### src/hdl/sar_pkg.sv
package sar_pkg;
   // Register byte offsets; the index of a word is offset[4:2].
   localparam logic [7:0] OFS_CTRL   = 8'h00;
   localparam logic [7:0] OFS_CFG    = 8'h04;
   localparam logic [7:0] OFS_ACC    = 8'h08;
   localparam logic [7:0] OFS_TIME   = 8'h0C;
   localparam logic [7:0] OFS_RESULT = 8'h10;
   localparam logic [7:0] OFS_WIN_GT = 8'h14;
   localparam logic [7:0] OFS_WIN_LT = 8'h18;
   localparam logic [2:0] NREG       = 3'h7;
   // Control word fields.
   localparam int CTRL_PWR   = 0;
   localparam int CTRL_BURST = 1;
   localparam int CTRL_DONE  = 2;
   localparam int CTRL_BUSY  = 3;
   localparam int CTRL_LPTRK = 4;
   localparam int CTRL_SRC   = 5;
   localparam int CTRL_IRQEN = 8;
   localparam int CTRL_WIN   = 9;
   // Configuration, accumulator and timing fields.
   localparam int CFG_DIV    = 0;
   localparam int CFG_EIGHT  = 5;
   localparam int CFG_GAIN   = 6;
   localparam int ACC_RPT    = 0;
   localparam int ACC_JST    = 3;
   localparam int ACC_TWELVE = 7;
   localparam int TIME_PWR   = 0;
   localparam int TIME_TRK   = 8;
   // Values after reset.
   localparam logic [4:0] RST_DIV = 5'h01;
   localparam logic [4:0] RST_PWR = 5'h04;
   localparam logic [3:0] RST_TRK = 4'h1;
   // Start sources.
   localparam logic [2:0] SRC_BUSY = 3'h0;
   localparam logic [2:0] SRC_T0   = 3'h1;
   localparam logic [2:0] SRC_T2   = 3'h2;
   localparam logic [2:0] SRC_T3   = 3'h3;
   localparam logic [2:0] SRC_EXT  = 3'h4;
   // SAR clock counts, bit positions, initial code and bus responses.
   localparam logic [5:0] LP_TRACK_TICKS = 6'h03;
   localparam logic [3:0] CONV_EXTRA     = 4'h3;
   localparam logic [3:0] BITS_TEN       = 4'hA;
   localparam logic [3:0] BITS_EIGHT     = 4'h8;
   localparam logic [3:0] BIT_TOP        = 4'h9;
   localparam logic [9:0] SAR_INIT       = 10'h200;
   localparam logic [1:0] RESP_OKAY   = 2'b00;
   localparam logic [1:0] RESP_SLVERR = 2'b10;

   typedef enum logic [1:0] {
      ST_IDLE  = 2'b00,
      ST_PWRUP = 2'b01,
      ST_TRACK = 2'b11,
      ST_CONV  = 2'b10
   } sar_state_e;

   typedef struct packed {
      logic t0_ovf;
      logic t2_lo_ovf;
      logic t2_hi_ovf;
      logic t2_16bit;
      logic t3_lo_ovf;
      logic t3_hi_ovf;
      logic t3_16bit;
   } sar_timer_s;

   typedef struct packed {
      logic       power_on;
      logic       track;
      logic       gain_half;
      logic [1:0] ref_step;
      logic [1:0] dem_sel;
   } sar_analog_s;
endpackage

### src/hdl/sar_adc_seq.sv
// Operation
// - External source: each rising edge of the convert-start pin starts.
// - Writing one to busy starts; busy stays high until conversion ends.
// - Busy falling after the last accumulated conversion sets the done flag; interrupt raised when enabled.
// - Result holds valid data whenever done reads one.
// - Timers 2/3 use low overflow in 8-bit, high in 16-bit mode.
// - Normal tracking: track continuously except during a conversion.
// - Low-power tracking adds three SAR clocks after each start.
// - Low-power with pin source: track while pin low, convert on rise.
// - Burst: wake, convert and accumulate repeat count, then sleep.
// - In burst, power enable sets idle power between bursts.
// - Burst start while powered down waits power-up time first.
// - Burst: one start runs repeat count; otherwise one start each.
// - Done flag set only after repeat count conversions accumulated.
// - Window compare only after repeat count conversions accumulated.
// - Burst tracking uses track time plus three clocks if low-power.
// - Gain select chooses full scale of reference or twice it.
// - 8-bit mode: two fewer clocks, LSBs zero, low byte zero when repeat count is one.
// - 12-bit: four 10-bit conversions with four references combined.
// - 12-bit: largest DAC elements rearranged per sub-conversion.
// - 12-bit result is sum of four 10-bit results, max 4092.
// - 12-bit repeat count is four or more; a setting of one runs four.
// - SAR clock divided from system clock or burst oscillator.
// - Start-mode field selects busy, timer 0/2/3 or pin edge.
// - Accumulated sum right-justified, updated after last conversion.
//
// Design decisions made here: the register addresses and the AXI4-Lite interface to the registers.
`timescale 1ns/100ps
module sar_adc_seq #(
   parameter int ADDR_W = 8
) (
   input  wire logic                aclk,
   input  wire logic                aresetn,
   input  wire logic [ADDR_W-1:0]   awaddr,
   input  wire logic                awvalid,
   output wire logic                awready,
   input  wire logic [31:0]         wdata,
   input  wire logic [3:0]          wstrb,
   input  wire logic                wvalid,
   output wire logic                wready,
   output wire logic [1:0]          bresp,
   output wire logic                bvalid,
   input  wire logic                bready,
   input  wire logic [ADDR_W-1:0]   araddr,
   input  wire logic                arvalid,
   output wire logic                arready,
   output wire logic [31:0]         rdata,
   output wire logic [1:0]          rresp,
   output wire logic                rvalid,
   input  wire logic                rready,
   input  wire sar_pkg::sar_timer_s timers,
   input  wire logic                ext_convert_start_pin,
   input  wire logic                lpo_tick,
   input  wire logic                cmp_above,
   output wire logic [9:0]          dac_code,
   output wire sar_pkg::sar_analog_s analog,
   output wire logic                conv_irq
);
   if (ADDR_W < 6) begin : g_chk
      $error("ADDR_W must be at least 6");
   end

   logic                 awready_q, wready_q, bvalid_q, arready_q, rvalid_q;
   logic                 aw_full_q, w_full_q;
   logic [1:0]           bresp_q, rresp_q;
   logic [ADDR_W-1:0]    aw_addr_q;
   logic [31:0]          w_data_q, rdata_q;
   logic [3:0]           w_strb_q;
   logic                 power_en_q, burst_q, lptrk_q, irqen_q;
   logic [2:0]           src_q;
   logic [4:0]           div_q, pwr_q;
   logic                 eight_q, gain_q, twelve_q;
   logic [2:0]           rpt_q, jst_q;
   logic [3:0]           trk_q;
   logic [15:0]          gt_q, lt_q, result_q, accum_q;
   logic                 busy_q, done_q, win_q, irq_q, ext_q, tick_q;
   logic [4:0]           divc_q;
   sar_pkg::sar_state_e  state_q;
   logic [5:0]           tmr_q;
   logic [3:0]           bit_q;
   logic [9:0]           sar_q;
   logic [6:0]           cnt_q;
   sar_pkg::sar_analog_s ana_q;
   logic [31:0]          reg_v [8];
   logic [31:0]          wm;
   logic [2:0]           widx, ridx;
   logic                 whit, rhit, wr_go, wr_ctrl;
   logic                 start_raw, start_ok, fin_conv, last, eight_eff;
   logic                 win_hit;
   logic [6:0]           nconv;
   logic [3:0]           nbits, low_bit;
   logic [5:0]           trk_len;
   logic [15:0]          sum_now, res_fmt;
   sar_pkg::sar_state_e  wait_st;

   assign awready  = awready_q;
   assign wready   = wready_q;
   assign bvalid   = bvalid_q;
   assign bresp    = bresp_q;
   assign arready  = arready_q;
   assign rvalid   = rvalid_q;
   assign rdata    = rdata_q;
   assign rresp    = rresp_q;
   assign dac_code = sar_q;
   assign analog   = ana_q;
   assign conv_irq = irq_q;

   function automatic logic [31:0] merge(input logic [31:0] o,
                                         input logic [31:0] n,
                                         input logic [3:0]  s);
      logic [31:0] r;
      r = o;
      for (int i = 0; i < 4; i++) begin
         if (s[i]) begin
            r[8*i +: 8] = n[8*i +: 8];
         end
      end
      return r;
   endfunction

   function automatic logic [6:0] rpt_count(input logic [2:0] f,
                                            input logic       tw);
      logic [6:0] n;
      n = 7'h40;
      case (f)
         3'h0:    n = tw ? 7'h04 : 7'h01;
         3'h1:    n = 7'h04;
         3'h2:    n = 7'h08;
         3'h3:    n = 7'h10;
         3'h4:    n = 7'h20;
         default: n = 7'h40;
      endcase
      return n;
   endfunction

   always_comb begin
      for (int i = 0; i < 8; i++) begin
         reg_v[i] = 32'h0000_0000;
      end
      reg_v[sar_pkg::OFS_CTRL[4:2]]   = {22'h00_0000, win_q, irqen_q,
         src_q, lptrk_q, busy_q, done_q, burst_q, power_en_q};
      reg_v[sar_pkg::OFS_CFG[4:2]]    = {25'h000_0000, gain_q, eight_q,
                                          div_q};
      reg_v[sar_pkg::OFS_ACC[4:2]]    = {24'h00_0000, twelve_q, 1'b0,
                                          jst_q, rpt_q};
      reg_v[sar_pkg::OFS_TIME[4:2]]   = {20'h0_0000, trk_q, 3'h0, pwr_q};
      reg_v[sar_pkg::OFS_RESULT[4:2]] = {16'h0000, result_q};
      reg_v[sar_pkg::OFS_WIN_GT[4:2]] = {16'h0000, gt_q};
      reg_v[sar_pkg::OFS_WIN_LT[4:2]] = {16'h0000, lt_q};
   end

   assign widx    = aw_addr_q[4:2];
   assign ridx    = araddr[4:2];
   assign whit    = (aw_addr_q[ADDR_W-1:5] == '0) && (widx < sar_pkg::NREG);
   assign rhit    = (araddr[ADDR_W-1:5] == '0) && (ridx < sar_pkg::NREG);
   assign wr_go   = aw_full_q && w_full_q && !bvalid_q;
   assign wm      = merge(reg_v[widx], w_data_q, w_strb_q);
   assign wr_ctrl = wr_go && whit && (widx == sar_pkg::OFS_CTRL[4:2]);

   // Address and data are held separately, so either may arrive first.
   always_ff @(posedge aclk) begin
      if (!aresetn) begin
         awready_q <= 1'b1;
         wready_q  <= 1'b1;
         aw_full_q <= 1'b0;
         w_full_q  <= 1'b0;
         bvalid_q  <= 1'b0;
         bresp_q   <= sar_pkg::RESP_OKAY;
         aw_addr_q <= '0;
         w_data_q  <= 32'h0000_0000;
         w_strb_q  <= 4'h0;
      end else begin
         if (awvalid && awready_q) begin
            aw_addr_q <= awaddr;
            awready_q <= 1'b0;
            aw_full_q <= 1'b1;
         end
         if (wvalid && wready_q) begin
            w_data_q <= wdata;
            w_strb_q <= wstrb;
            wready_q <= 1'b0;
            w_full_q <= 1'b1;
         end
         if (wr_go) begin
            aw_full_q <= 1'b0;
            w_full_q  <= 1'b0;
            bvalid_q  <= 1'b1;
            bresp_q   <= whit ? sar_pkg::RESP_OKAY : sar_pkg::RESP_SLVERR;
         end
         if (bvalid_q && bready) begin
            bvalid_q  <= 1'b0;
            awready_q <= 1'b1;
            wready_q  <= 1'b1;
         end
      end
   end

   always_ff @(posedge aclk) begin
      if (!aresetn) begin
         arready_q <= 1'b1;
         rvalid_q  <= 1'b0;
         rdata_q   <= 32'h0000_0000;
         rresp_q   <= sar_pkg::RESP_OKAY;
      end else begin
         if (arvalid && arready_q) begin
            arready_q <= 1'b0;
            rvalid_q  <= 1'b1;
            rdata_q   <= rhit ? reg_v[ridx] : 32'h0000_0000;
            rresp_q   <= rhit ? sar_pkg::RESP_OKAY : sar_pkg::RESP_SLVERR;
         end else if (rvalid_q && rready) begin
            rvalid_q  <= 1'b0;
            arready_q <= 1'b1;
         end
      end
   end

   always_ff @(posedge aclk) begin
      if (!aresetn) begin
         power_en_q <= 1'b0;
         burst_q    <= 1'b0;
         lptrk_q    <= 1'b0;
         irqen_q    <= 1'b0;
         src_q      <= sar_pkg::SRC_BUSY;
         div_q      <= sar_pkg::RST_DIV;
         eight_q    <= 1'b0;
         gain_q     <= 1'b0;
         twelve_q   <= 1'b0;
         rpt_q      <= 3'h0;
         jst_q      <= 3'h0;
         pwr_q      <= sar_pkg::RST_PWR;
         trk_q      <= sar_pkg::RST_TRK;
         gt_q       <= 16'h0000;
         lt_q       <= 16'h0000;
      end else if (wr_go && whit) begin
         case (widx)
            sar_pkg::OFS_CTRL[4:2]: begin
               power_en_q <= wm[sar_pkg::CTRL_PWR];
               burst_q    <= wm[sar_pkg::CTRL_BURST];
               lptrk_q    <= wm[sar_pkg::CTRL_LPTRK];
               src_q      <= wm[sar_pkg::CTRL_SRC +: 3];
               irqen_q    <= wm[sar_pkg::CTRL_IRQEN];
            end
            sar_pkg::OFS_CFG[4:2]: begin
               div_q   <= wm[sar_pkg::CFG_DIV +: 5];
               eight_q <= wm[sar_pkg::CFG_EIGHT];
               gain_q  <= wm[sar_pkg::CFG_GAIN];
            end
            sar_pkg::OFS_ACC[4:2]: begin
               rpt_q    <= wm[sar_pkg::ACC_RPT +: 3];
               jst_q    <= wm[sar_pkg::ACC_JST +: 3];
               twelve_q <= wm[sar_pkg::ACC_TWELVE];
            end
            sar_pkg::OFS_TIME[4:2]: begin
               pwr_q <= wm[sar_pkg::TIME_PWR +: 5];
               trk_q <= wm[sar_pkg::TIME_TRK +: 4];
            end
            sar_pkg::OFS_WIN_GT[4:2]: gt_q <= wm[15:0];
            sar_pkg::OFS_WIN_LT[4:2]: lt_q <= wm[15:0];
            default: begin
            end
         endcase
      end
   end

   // The burst oscillator arrives as a synchronous tick, so one clock serves.
   always_ff @(posedge aclk) begin
      if (!aresetn) begin
         divc_q <= 5'h00;
         tick_q <= 1'b0;
      end else begin
         tick_q <= 1'b0;
         if (!burst_q || lpo_tick) begin
            if (divc_q >= div_q) begin
               divc_q <= 5'h00;
               tick_q <= 1'b1;
            end else begin
               divc_q <= divc_q + 5'h01;
            end
         end
      end
   end

   always_comb begin
      case (src_q)
         sar_pkg::SRC_BUSY: start_raw = wr_ctrl && wm[sar_pkg::CTRL_BUSY];
         sar_pkg::SRC_T0:   start_raw = timers.t0_ovf;
         sar_pkg::SRC_T2:   start_raw = timers.t2_16bit ? timers.t2_hi_ovf
            : timers.t2_lo_ovf;
         sar_pkg::SRC_T3:   start_raw = timers.t3_16bit ? timers.t3_hi_ovf
            : timers.t3_lo_ovf;
         sar_pkg::SRC_EXT:  start_raw = ext_convert_start_pin
            && !ext_q;
         default:           start_raw = 1'b0;
      endcase
   end

   // Without burst the converter must already be powered to accept a start.
   assign start_ok  = start_raw && (state_q == sar_pkg::ST_IDLE)
                      && (burst_q || power_en_q);
   assign eight_eff = eight_q && !twelve_q;
   assign nbits     = eight_eff ? sar_pkg::BITS_EIGHT
                                : sar_pkg::BITS_TEN;
   assign low_bit   = sar_pkg::BITS_TEN - nbits;
   assign nconv     = rpt_count(rpt_q, twelve_q);
   assign last      = (cnt_q + 7'h01) >= nconv;
   assign fin_conv  = (state_q == sar_pkg::ST_CONV) && tick_q
                      && (tmr_q == {2'b00, nbits + sar_pkg::CONV_EXTRA
                                    - 4'h1});
   assign sum_now   = accum_q + {6'h00, sar_q};
   assign wait_st   = (trk_len == 6'h00) ? sar_pkg::ST_CONV : sar_pkg::ST_TRACK;

   always_comb begin
      if (burst_q) begin
         trk_len = {2'b00, trk_q}
                   + (lptrk_q ? sar_pkg::LP_TRACK_TICKS : 6'h00);
      end else if (lptrk_q && (src_q != sar_pkg::SRC_EXT)) begin
         trk_len = sar_pkg::LP_TRACK_TICKS;
      end else begin
         trk_len = 6'h00;
      end
   end

   always_comb begin
      if (nconv == 7'h01 && eight_eff) begin
         res_fmt = {sar_q[9:2], 8'h00};
      end else if (nconv == 7'h01 && jst_q[2]) begin
         res_fmt = {sar_q, 6'h00};
      end else begin
         res_fmt = sum_now >> jst_q[1:0];
      end
      if (gt_q < lt_q) begin
         win_hit = (res_fmt > gt_q) && (res_fmt < lt_q);
      end else begin
         win_hit = (res_fmt > gt_q) || (res_fmt < lt_q);
      end
   end

   always_ff @(posedge aclk) begin
      if (!aresetn) begin
         state_q <= sar_pkg::ST_IDLE;
         tmr_q   <= 6'h00;
         bit_q   <= sar_pkg::BIT_TOP;
         sar_q   <= sar_pkg::SAR_INIT;
         cnt_q   <= 7'h00;
         accum_q <= 16'h0000;
         busy_q  <= 1'b0;
         ext_q   <= 1'b0;
      end else begin
         ext_q <= ext_convert_start_pin;
         if (state_q != sar_pkg::ST_CONV) begin
            sar_q <= sar_pkg::SAR_INIT;
            bit_q <= sar_pkg::BIT_TOP;
         end
         case (state_q)
            sar_pkg::ST_IDLE: begin
               tmr_q <= 6'h00;
               if (start_ok) begin
                  busy_q  <= 1'b1;
                  state_q <= (burst_q && !power_en_q) ? sar_pkg::ST_PWRUP
                                                      : wait_st;
               end
            end
            sar_pkg::ST_PWRUP: begin
               if (tick_q) begin
                  tmr_q <= tmr_q + 6'h01;
                  if ((tmr_q + 6'h01) >= {1'b0, pwr_q}) begin
                     tmr_q   <= 6'h00;
                     state_q <= wait_st;
                  end
               end
            end
            sar_pkg::ST_TRACK: begin
               if (tick_q) begin
                  tmr_q <= tmr_q + 6'h01;
                  if ((tmr_q + 6'h01) >= trk_len) begin
                     tmr_q   <= 6'h00;
                     state_q <= sar_pkg::ST_CONV;
                  end
               end
            end
            sar_pkg::ST_CONV: begin
               if (tick_q) begin
                  tmr_q <= tmr_q + 6'h01;
                  if (tmr_q < {2'b00, nbits}) begin
                     if (!cmp_above) begin
                        sar_q[bit_q] <= 1'b0;
                     end
                     if (bit_q > low_bit) begin
                        sar_q[bit_q - 4'h1] <= 1'b1;
                     end
                     bit_q <= bit_q - 4'h1;
                  end
               end
               if (fin_conv) begin
                  tmr_q   <= 6'h00;
                  sar_q   <= sar_pkg::SAR_INIT;
                  bit_q   <= sar_pkg::BIT_TOP;
                  accum_q <= last ? 16'h0000 : sum_now;
                  cnt_q   <= last ? 7'h00 : cnt_q + 7'h01;
                  if (burst_q && !last) begin
                     state_q <= wait_st;
                  end else begin
                     state_q <= sar_pkg::ST_IDLE;
                     busy_q  <= 1'b0;
                  end
               end
            end
            default: state_q <= sar_pkg::ST_IDLE;
         endcase
      end
   end

   // Set is written last so a finishing series beats a software clear.
   always_ff @(posedge aclk) begin
      if (!aresetn) begin
         done_q   <= 1'b0;
         win_q    <= 1'b0;
         result_q <= 16'h0000;
         irq_q    <= 1'b0;
      end else begin
         if (wr_ctrl && !wm[sar_pkg::CTRL_DONE]) begin
            done_q <= 1'b0;
         end
         if (wr_ctrl && !wm[sar_pkg::CTRL_WIN]) begin
            win_q <= 1'b0;
         end
         if (fin_conv && last) begin
            done_q   <= 1'b1;
            result_q <= res_fmt;
            if (win_hit) begin
               win_q <= 1'b1;
            end
         end
         irq_q <= done_q && irqen_q;
      end
   end

   // Tracking in idle keeps the sample cap settled for the next start.
   always_ff @(posedge aclk) begin
      if (!aresetn) begin
         ana_q <= '0;
      end else begin
         ana_q.power_on  <= power_en_q || (burst_q
                            && state_q != sar_pkg::ST_IDLE);
         ana_q.gain_half <= gain_q;
         ana_q.ref_step  <= twelve_q ? cnt_q[1:0] : 2'b00;
         ana_q.dem_sel   <= twelve_q ? cnt_q[1:0] : 2'b00;
         if (state_q == sar_pkg::ST_TRACK) begin
            ana_q.track <= 1'b1;
         end else if (state_q == sar_pkg::ST_IDLE && !burst_q
                      && power_en_q) begin
            ana_q.track <= lptrk_q ? (src_q == sar_pkg::SRC_EXT
                                      && !ext_convert_start_pin)
                                   : 1'b1;
         end else begin
            ana_q.track <= 1'b0;
         end
      end
   end

   a_busy_on_start: assert property (
      @(posedge aclk) disable iff (!aresetn)
      start_ok |=> busy_q) else $error("busy not set by start");
   a_done_on_fall: assert property (
      @(posedge aclk) disable iff (!aresetn)
      $rose(done_q) |-> $fell(busy_q)) else $error("done without fall");
   a_irq_follows: assert property (
      @(posedge aclk) disable iff (!aresetn)
      done_q && irqen_q |=> irq_q) else $error("irq missing");
   a_result_hold: assert property (
      @(posedge aclk) disable iff (!aresetn)
      !$stable(result_q) |-> $rose(done_q)) else $error("result moved");
   a_lp_track: assert property (
      @(posedge aclk) disable iff (!aresetn)
      start_ok && !burst_q && lptrk_q && src_q != sar_pkg::SRC_EXT
      |=> state_q == sar_pkg::ST_TRACK) else $error("no lp track");
   a_eight_low: assert property (
      @(posedge aclk) disable iff (!aresetn)
      fin_conv && last && eight_eff && nconv == 7'h01
      |=> result_q[7:0] == 8'h00) else $error("low byte not zero");
   a_burst_pwrup: assert property (
      @(posedge aclk) disable iff (!aresetn)
      start_ok && burst_q && !power_en_q
      |=> state_q == sar_pkg::ST_PWRUP) else $error("no power-up");
   a_no_restart: assert property (
      @(posedge aclk) disable iff (!aresetn)
      state_q != sar_pkg::ST_IDLE && !tick_q
      |=> $stable(cnt_q) && $stable(tmr_q)) else $error("restarted");
   a_ext_edge: assert property (
      @(posedge aclk) disable iff (!aresetn)
      src_q == sar_pkg::SRC_EXT && ext_convert_start_pin && !ext_q
      && state_q == sar_pkg::ST_IDLE && power_en_q
      |=> busy_q) else $error("pin edge ignored");
   a_count_bound: assert property (
      @(posedge aclk) disable iff (!aresetn)
      cnt_q < nconv) else $error("count overrun");
endmodule

### config.mk
export PLATFORM = sky130hd
export DESIGN_NAME = sar_adc_seq
export DESIGN_NICKNAME = d
export VERILOG_FILES = /design/src/hdl/sar_pkg.sv /design/src/hdl/sar_adc_seq.sv
export SDC_FILE = /design/constraint.sdc
export NUM_CORES = 1
export LEC_CHECK = 0
export BUFFER_PORTS_ARGS = -buffer_cell sky130_fd_sc_hd__buf_2
export CORE_MARGIN = 2
export CORE_UTILIZATION = 45
export CTS_BUF_LIST = sky130_fd_sc_hd__clkbuf_4
export DETAILED_ROUTE_END_ITERATION = 10
export MAX_ROUTING_LAYER = met4
export PLACE_DENSITY_LB_ADDON = 0.15
export SETUP_SLACK_MARGIN = 0.4
export SLEW_MARGIN = 10
export SYNTH_ARGS = -nofsm -noshare
export SYNTH_HDL_FRONTEND = slang
export SYNTH_SLANG_ARGS = --single-unit
export TNS_END_PERCENT = 1
### constraint.sdc
create_clock -name aclk -period 6.5 [get_ports aclk]
set_input_delay 1.3 -clock aclk [delete_from_list [all_inputs] [get_ports aclk]]
set_output_delay 1.3 -clock aclk [all_outputs]
set_load 0.05 [all_outputs]
==> results of run 1 <==
## area by class of cell
cell class,count,share of cell area (%)
clock buffer,17,0.976
multi-input combinational,1142,59.5
inverter,64,1.84
antenna,2,0.0383
tap,341,3.26
clock inverter,15,1.28
timing repair buffer,103,4.27
sequential,188,28.8
## flip-flops by register name (all words and copies together), names as in the netlist, 5 cells and up
register	cells
div_q	5
accum_q	16
analog	5
pwr_q	5
dac_code	10
rdata	16
cnt_q	7
result_q	16
tmr_q	6
w_data_q	16
lt_q	16
aw_addr_q	6
divc_q	5
gt_q	16
## final timing paths
kind | to | slack (ps) | cells after the start
min reg2reg | aw_addr_q[6]$_SDFFE_PN0P_ | 480 | 2
max | win_q$_SDFF_PN0_ | 1740 | 18
max reg2reg | win_q$_SDFF_PN0_ | 1740 | 18
min | aw_addr_q[6]$_SDFFE_PN0P_ | 480 | 2
## cells by family after synthesis
kind of cell	Yosys count
xor gates and xnor gates	32
AOI/OAI and AO/OA	405
other	1
adders and majority gates	91
muxes	74
buffers and inverters	177
DFF	188
and+or+nand+nor	522
## layout by cell type, fill, tap and decap left out, types with 7 or more instances in the layout
master,instances
nand3b_1,7
a221oi_1,11
clkbuf_4,17
nor3_1,24
a21o_1,20
mux2_2,19
nand4_1,13
nor2b_1,39
a32oi_1,7
a22oi_1,21
inv_1,64
xor2_1,14
o211a_1,40
conb_1,18
nand2_1,226
nand2b_1,20
o21a_1,9
o211ai_1,16
nand3_1,52
a211oi_1,8
ha_1,89
nor2_1,79
a21boi_0,63
a21oi_1,70
dfxtp_1,188
buf_2,86
mux4_2,12
and3_1,15
buf_4,17
o21ai_0,79
and2_1,20
mux2i_1,43
xnor2_1,18
## layer usage
layer | GRT usage, % | share of wire (%)
met1 | 32.9 | 47
met2 | 39.2 | 47
met3 | 2.83 | 4.8
met4 | 6.30 | 1.7
met5 | - | 0
## through the flow
| step | utilization, % | power [W] | cells | hold WS, ps | area (um^2) |
|---|---|---|---|---|---|
| 5_1_grt | 48.8 | 0.00226 | 1872 | 504 | 13100 |
| 2_1_floorplan | - | 0.00144 | 1507 | 438 | 12300 |
| 3_5_place_dp | 47.6 | 0.00151 | 1838 | 457 | 12800 |
| 3_3_place_gp | 47.6 | 0.00151 | 1838 | 452 | 12800 |
| 6_report | 48.8 | 0.00216 | 1872 | 476 | 13100 |
| 4_1_cts | 48.7 | 0.00218 | 1870 | 479 | 13100 |
## tightest hold or removal path, cell delays in order (launching register included)
cell and delay [ps]:
dfxtp_1 350, nand2_1 40, a21boi_0 60
## power by group
| group | switching, W | internal (W) | leakage, nW |
|---|---|---|---|
| clock network | 0.000498 | 0.000180 | 0.155 |
| logic | 0.000181 | 0.0000972 | 3.91 |
| registers | 0.0000287 | 0.00118 | 1.52 |
==> metrics.csv, run 1 <==
metric;value;unit
drtAntennaViolNets;0;
arrival;5270;ps
synthMuxAreaShare;7.49;%
drv_cap;0;
synth_most_common_cell;nand2_1;
syn_inst;1490;
setup_slack;1740;ps
nNetsFinal;1676;
drive_above_1_share;12.2;%
path_common_cell;a21o_1;
max_freq;0.210;GHz
routed_wl;33.9;mm
grt_pass1_wl;53.7;mm
synth.top_cells.by_count;nand2_1 (226), dfxtp_1 (188), ha_1 (89), nor2_1 (79), o21ai_0 (79);
critPathRequiredTime;7010;ps
worstSetupStartpoint;dac_code[0]$_SDFF_PN0_;
post_cts_resize_count;0;
drc;0;
wire_per_inst;18.1;um
grt_use_total;24.5;%
clock-sinks;188;
core_area;26800;um^2
cts_tree;yes;
synth_edf_count;0;
cts_max_path_buffers;2;
dieWidth;169;um
synth_compound_area_share;23.6;%
n_fill_cell;2645;
cp-start-kind;flop;
max_stage_delay;430;ps
dp.final_hpwl;25.2;mm
port_buffers;87;
grt_max_degree;83;
timing_worst_setup_path_type;reg2reg;
clock_latency;620;ps
ys.flop_type;dfxtp_1;
crit_fanout;4;
p_leak;5.59;nW
hp-class;reg2reg;
syn-cell-area;12200;um^2
synthTopCellsByArea;dfxtp_1 (31%), ha_1 (9.1%), nand2_1 (6.9%), a21boi_0 (3.9%), mux2i_1 (3.5%);
synth-seq-area-share;30.8;%
vias;10800;
viasPerCell;5.78;
die_h;169;um
multiInputGateArea;7780;um^2
start_util;45.6;%
cp_top_family;compound AO/OA/AOI/OAI gates;
yosys.area_share.simple;20.2;%
worstReg2RegStart;dac_code[0]$_SDFF_PN0_;
cts_setup_buffers;0;
yosysWarningCount;0;
status;finished, final reports clean;
regArea;3760;um^2
cts_made_buffers;17;
fp-row-count;60;
cts.clk_slew.worst_paths;180;ps
tightest_slew;1190;ps
place.gp.congestion;0.894;
post-place-ws;1810;ps
relSlewSlack;20.2;%
postCtsHoldBufs;0;
min_period;4760;ps
die_area;28500;um^2
grt_pass1_vias;9896;
synth_top_family_by_area;compound AO/OA/AOI/OAI gates;
rsz0062_at_grt;false;
slew_violations;0;
synth.largest_area_cell;dfxtp_1;
num_io_pins;128;
drtIter0Drc;949;
async_flop_share;0;%
area_delta_synth_final;6.96;%
yosys.area.top_type_share;30.8;%
postSynthAreaPerCell;8.20;um^2
hold_start;aw_addr_q[6]$_SDFFE_PN0P_;
ys_seq_elements;188;
antenna_found_initial;2;
cts_htree_levels;4;
synth_fa_ha_area_share;9.44;%
hold_viol;0;
slowest_stage;fa_1;
synth_xor_area_share;2.29;%
end_kind;flop;
fin_setup_tns;0;ps
netlist-cell-type-count;76;
period_share;73.2;%
setup_viol;0;
gr-total-overflow;0;
p_per_area;165;nW/um^2
ir_drop;0.0776;mV
worstPathCellList;ha_1 > fa_1 > a21o_1 > and4_1 > o211ai_1 > nand2_1 > xor2_1 > mux2i_1 > a221oi_2 > ha_1 > a21o_1 > a21o_1 > a21o_1 > a211o_1 > o2111ai_1 > a32oi_1 > a211oi_1 > nor2_1;
first_pass_iters;5;
cts_root_buffer;clkbuf_4;
cp_num_buf_inv;0;
clock_skew;29.6;ps
Note: power is estimated with default switching activity, not from simulation.
==> run 2, diff against run 1 <==
clock period = 3.9 ns   (was 6.5 ns; I/O delays follow)
==> run 2 against run 1 <==
Against the previous run:
- clock skew rose by 18 ps
- first-iteration DRC count fell by 14%
- the run now ends with negative setup slack left
- global-route usage rose by 1.2 points
- critical path depth rose by 3
- sequential power rose by 66%
- register-to-register slack got worse by 1900 ps
- wire length rose by 4.9%
- largest cell class unchanged
- total power rose by 67%
- via count rose by 3.1%
==> metrics.csv, run 2 (same netlist as run 1, synthesis figures left out) <==
metric;value;unit
relSlewSlack;28.0;%
num_io_pins;128;
hold_viol;0;
gr-total-overflow;0;
p_leak;6.10;nW
violations;negative setup slack;
drtIter0Drc;815;
fin_setup_tns;-153;ps
cp_top_family;compound AO/OA/AOI/OAI gates;
clock-sinks;188;
setup_viol;1;
drtAntennaViolNets;0;
hp-class;in2reg;
drive_above_1_share;19.0;%
die_area;28500;um^2
nNetsFinal;1766;
start_util;45.6;%
cts.clk_slew.worst_paths;200;ps
cts_htree_levels;4;
dieWidth;169;um
cts_root_buffer;clkbuf_4;
hold_ws;366;ps
p_int;0.00243;W
final_common_cell;nand2_1;
rsz0062_at_grt;true;
final_cell_mix;nand2_1 (223), dfxtp_1 (183), buf_4 (106), buf_2 (86), ha_1 (84);
area_delta_synth_final;14.0;%
antenna_found_initial;1;
regArea;3770;um^2
routed_wl;35.5;mm
slew_violations;0;
p_switching;0.00117;W
clock_latency;610;ps
worstPathCellList;ha_4 > fa_2 > a21o_1 > and4_1 > o211ai_1 > buf_4 > buf_4 > a21boi_2 > a21o_1 > a21o_1 > a221oi_2 > buf_4 > ha_4 > a21o_1 > a21o_1 > a21o_1 > a211o_1 > o2111ai_2 > a32oi_1 > a211oi_1 > nor2_1;
clock_skew;47.2;ps
first_pass_iters;5;
port_buffers;87;
stdcell_area;13900;um^2
seq_power_share;55.9;%
combPwrFrac;13.0;%
placed_cells;1923;
drc;0;
cp_num_buf_inv;3;
setup_slack;-153;ps
dp.final_hpwl;26.8;mm
stdcell_count;1961;
n_fill_cell;2621;
multiInputGateArea;7940;um^2
post_dp_cell_area;13500;um^2
slowest_stage;dfxtp_4;
end_kind;flop;
p_clk_share;31.0;%
critPathRequiredTime;4380;ps
place.gp.congestion;0.907;
period_share;104;%
fp-row-count;60;
grt_max_degree;138;
grt_pass1_wl;56.4;mm
cts_max_path_buffers;2;
p_per_area;259;nW/um^2
cp-start-kind;flop;
postCtsHoldBufs;0;
final_core_util;52.0;%
arrival;4530;ps
max_freq;0.247;GHz
die_h;169;um
max_stage_delay;390;ps
cts_made_buffers;17;
status;complete, but fails checks;
p_sw_share;32.5;%
grt_pass1_vias;10600;
vias;11200;
drv_cap;0;
path_common_cell;a21o_1;
min_period;4050;ps
ir_drop;0.205;mV
crit_fanout;3;
wire_per_inst;18.1;um
viasPerCell;5.69;
tightest_slew;1070;ps
timing_worst_setup_path_type;reg2reg;
cts_tree;yes;
core_area;26800;um^2
grt_use_total;25.7;%
-- run 2: cell count changes in the layout (fill, tap and decap cells not counted), sizes merged --
cell / change
clkinv: +2
buf: +90
diode: -1
clkinvlp: -1
inv: -1
-- run 2: final timing paths --
check | startpoint | end | slack (ps) | cells past startpoint
max | dac_code[0]$_SDFF_PN0_ | win_q$_SDFF_PN0_ | -150 | 21
min | wvalid | wready$_SDFFE_PP1P_ | 370 | 2
max reg2reg | dac_code[0]$_SDFF_PN0_ | win_q$_SDFF_PN0_ | -150 | 21
min reg2reg | aw_addr_q[6]$_SDFFE_PN0P_ | aw_addr_q[6]$_SDFFE_PN0P_ | 480 | 2
-- run 2: through the flow --
step	worst slack [ps]	total power (W)
after floorplan	-142	0.00240
after global placement	-265	0.00251
after detailed placement	-254	0.00252
after CTS	-196	0.00363
after global routing	-359	0.00376
final	-153	0.00360
-- run 2: power by group through the flow --
stage               combinational, W  sequential [W]  clock [W]
global placement            0.000460         0.00205          0
floorplan                   0.000356         0.00204          0
finish                      0.000470         0.00201    0.00112
global route                0.000519         0.00202    0.00122
CTS                         0.000469         0.00201    0.00115
detailed placement          0.000466         0.00205          0
-- run 2: per-layer routing --
| metal | track usage (%) | routed length [um] | vias up |
|---|---|---|---|
| li1 | - | - | 5528 |
| met1 | 33.3 | 16400 | 5304 |
| met2 | 41.6 | 16600 | 277 |
| met3 | 4.09 | 1880 | 42 |
| met4 | 7.23 | 741 | 0 |
| met5 | - | 0 | - |
-- run 2: area by class of cell --
class,instances,share of cell area [%]
Timing Repair Buffer,193,8.95
Inverter,64,1.73
Antenna cell,1,0.0180
Tap cell,341,3.06
Clock buffer,17,0.916
Multi-Input combinational cell,1142,57.0
Sequential cell,188,27.1
Clock inverter,15,1.20
-- run 2: repair_timing --
action,CTS,global route
resized for setup,10,17
buffers inserted,2,3
pin swaps,5,8
setup endpoints to repair,1,1
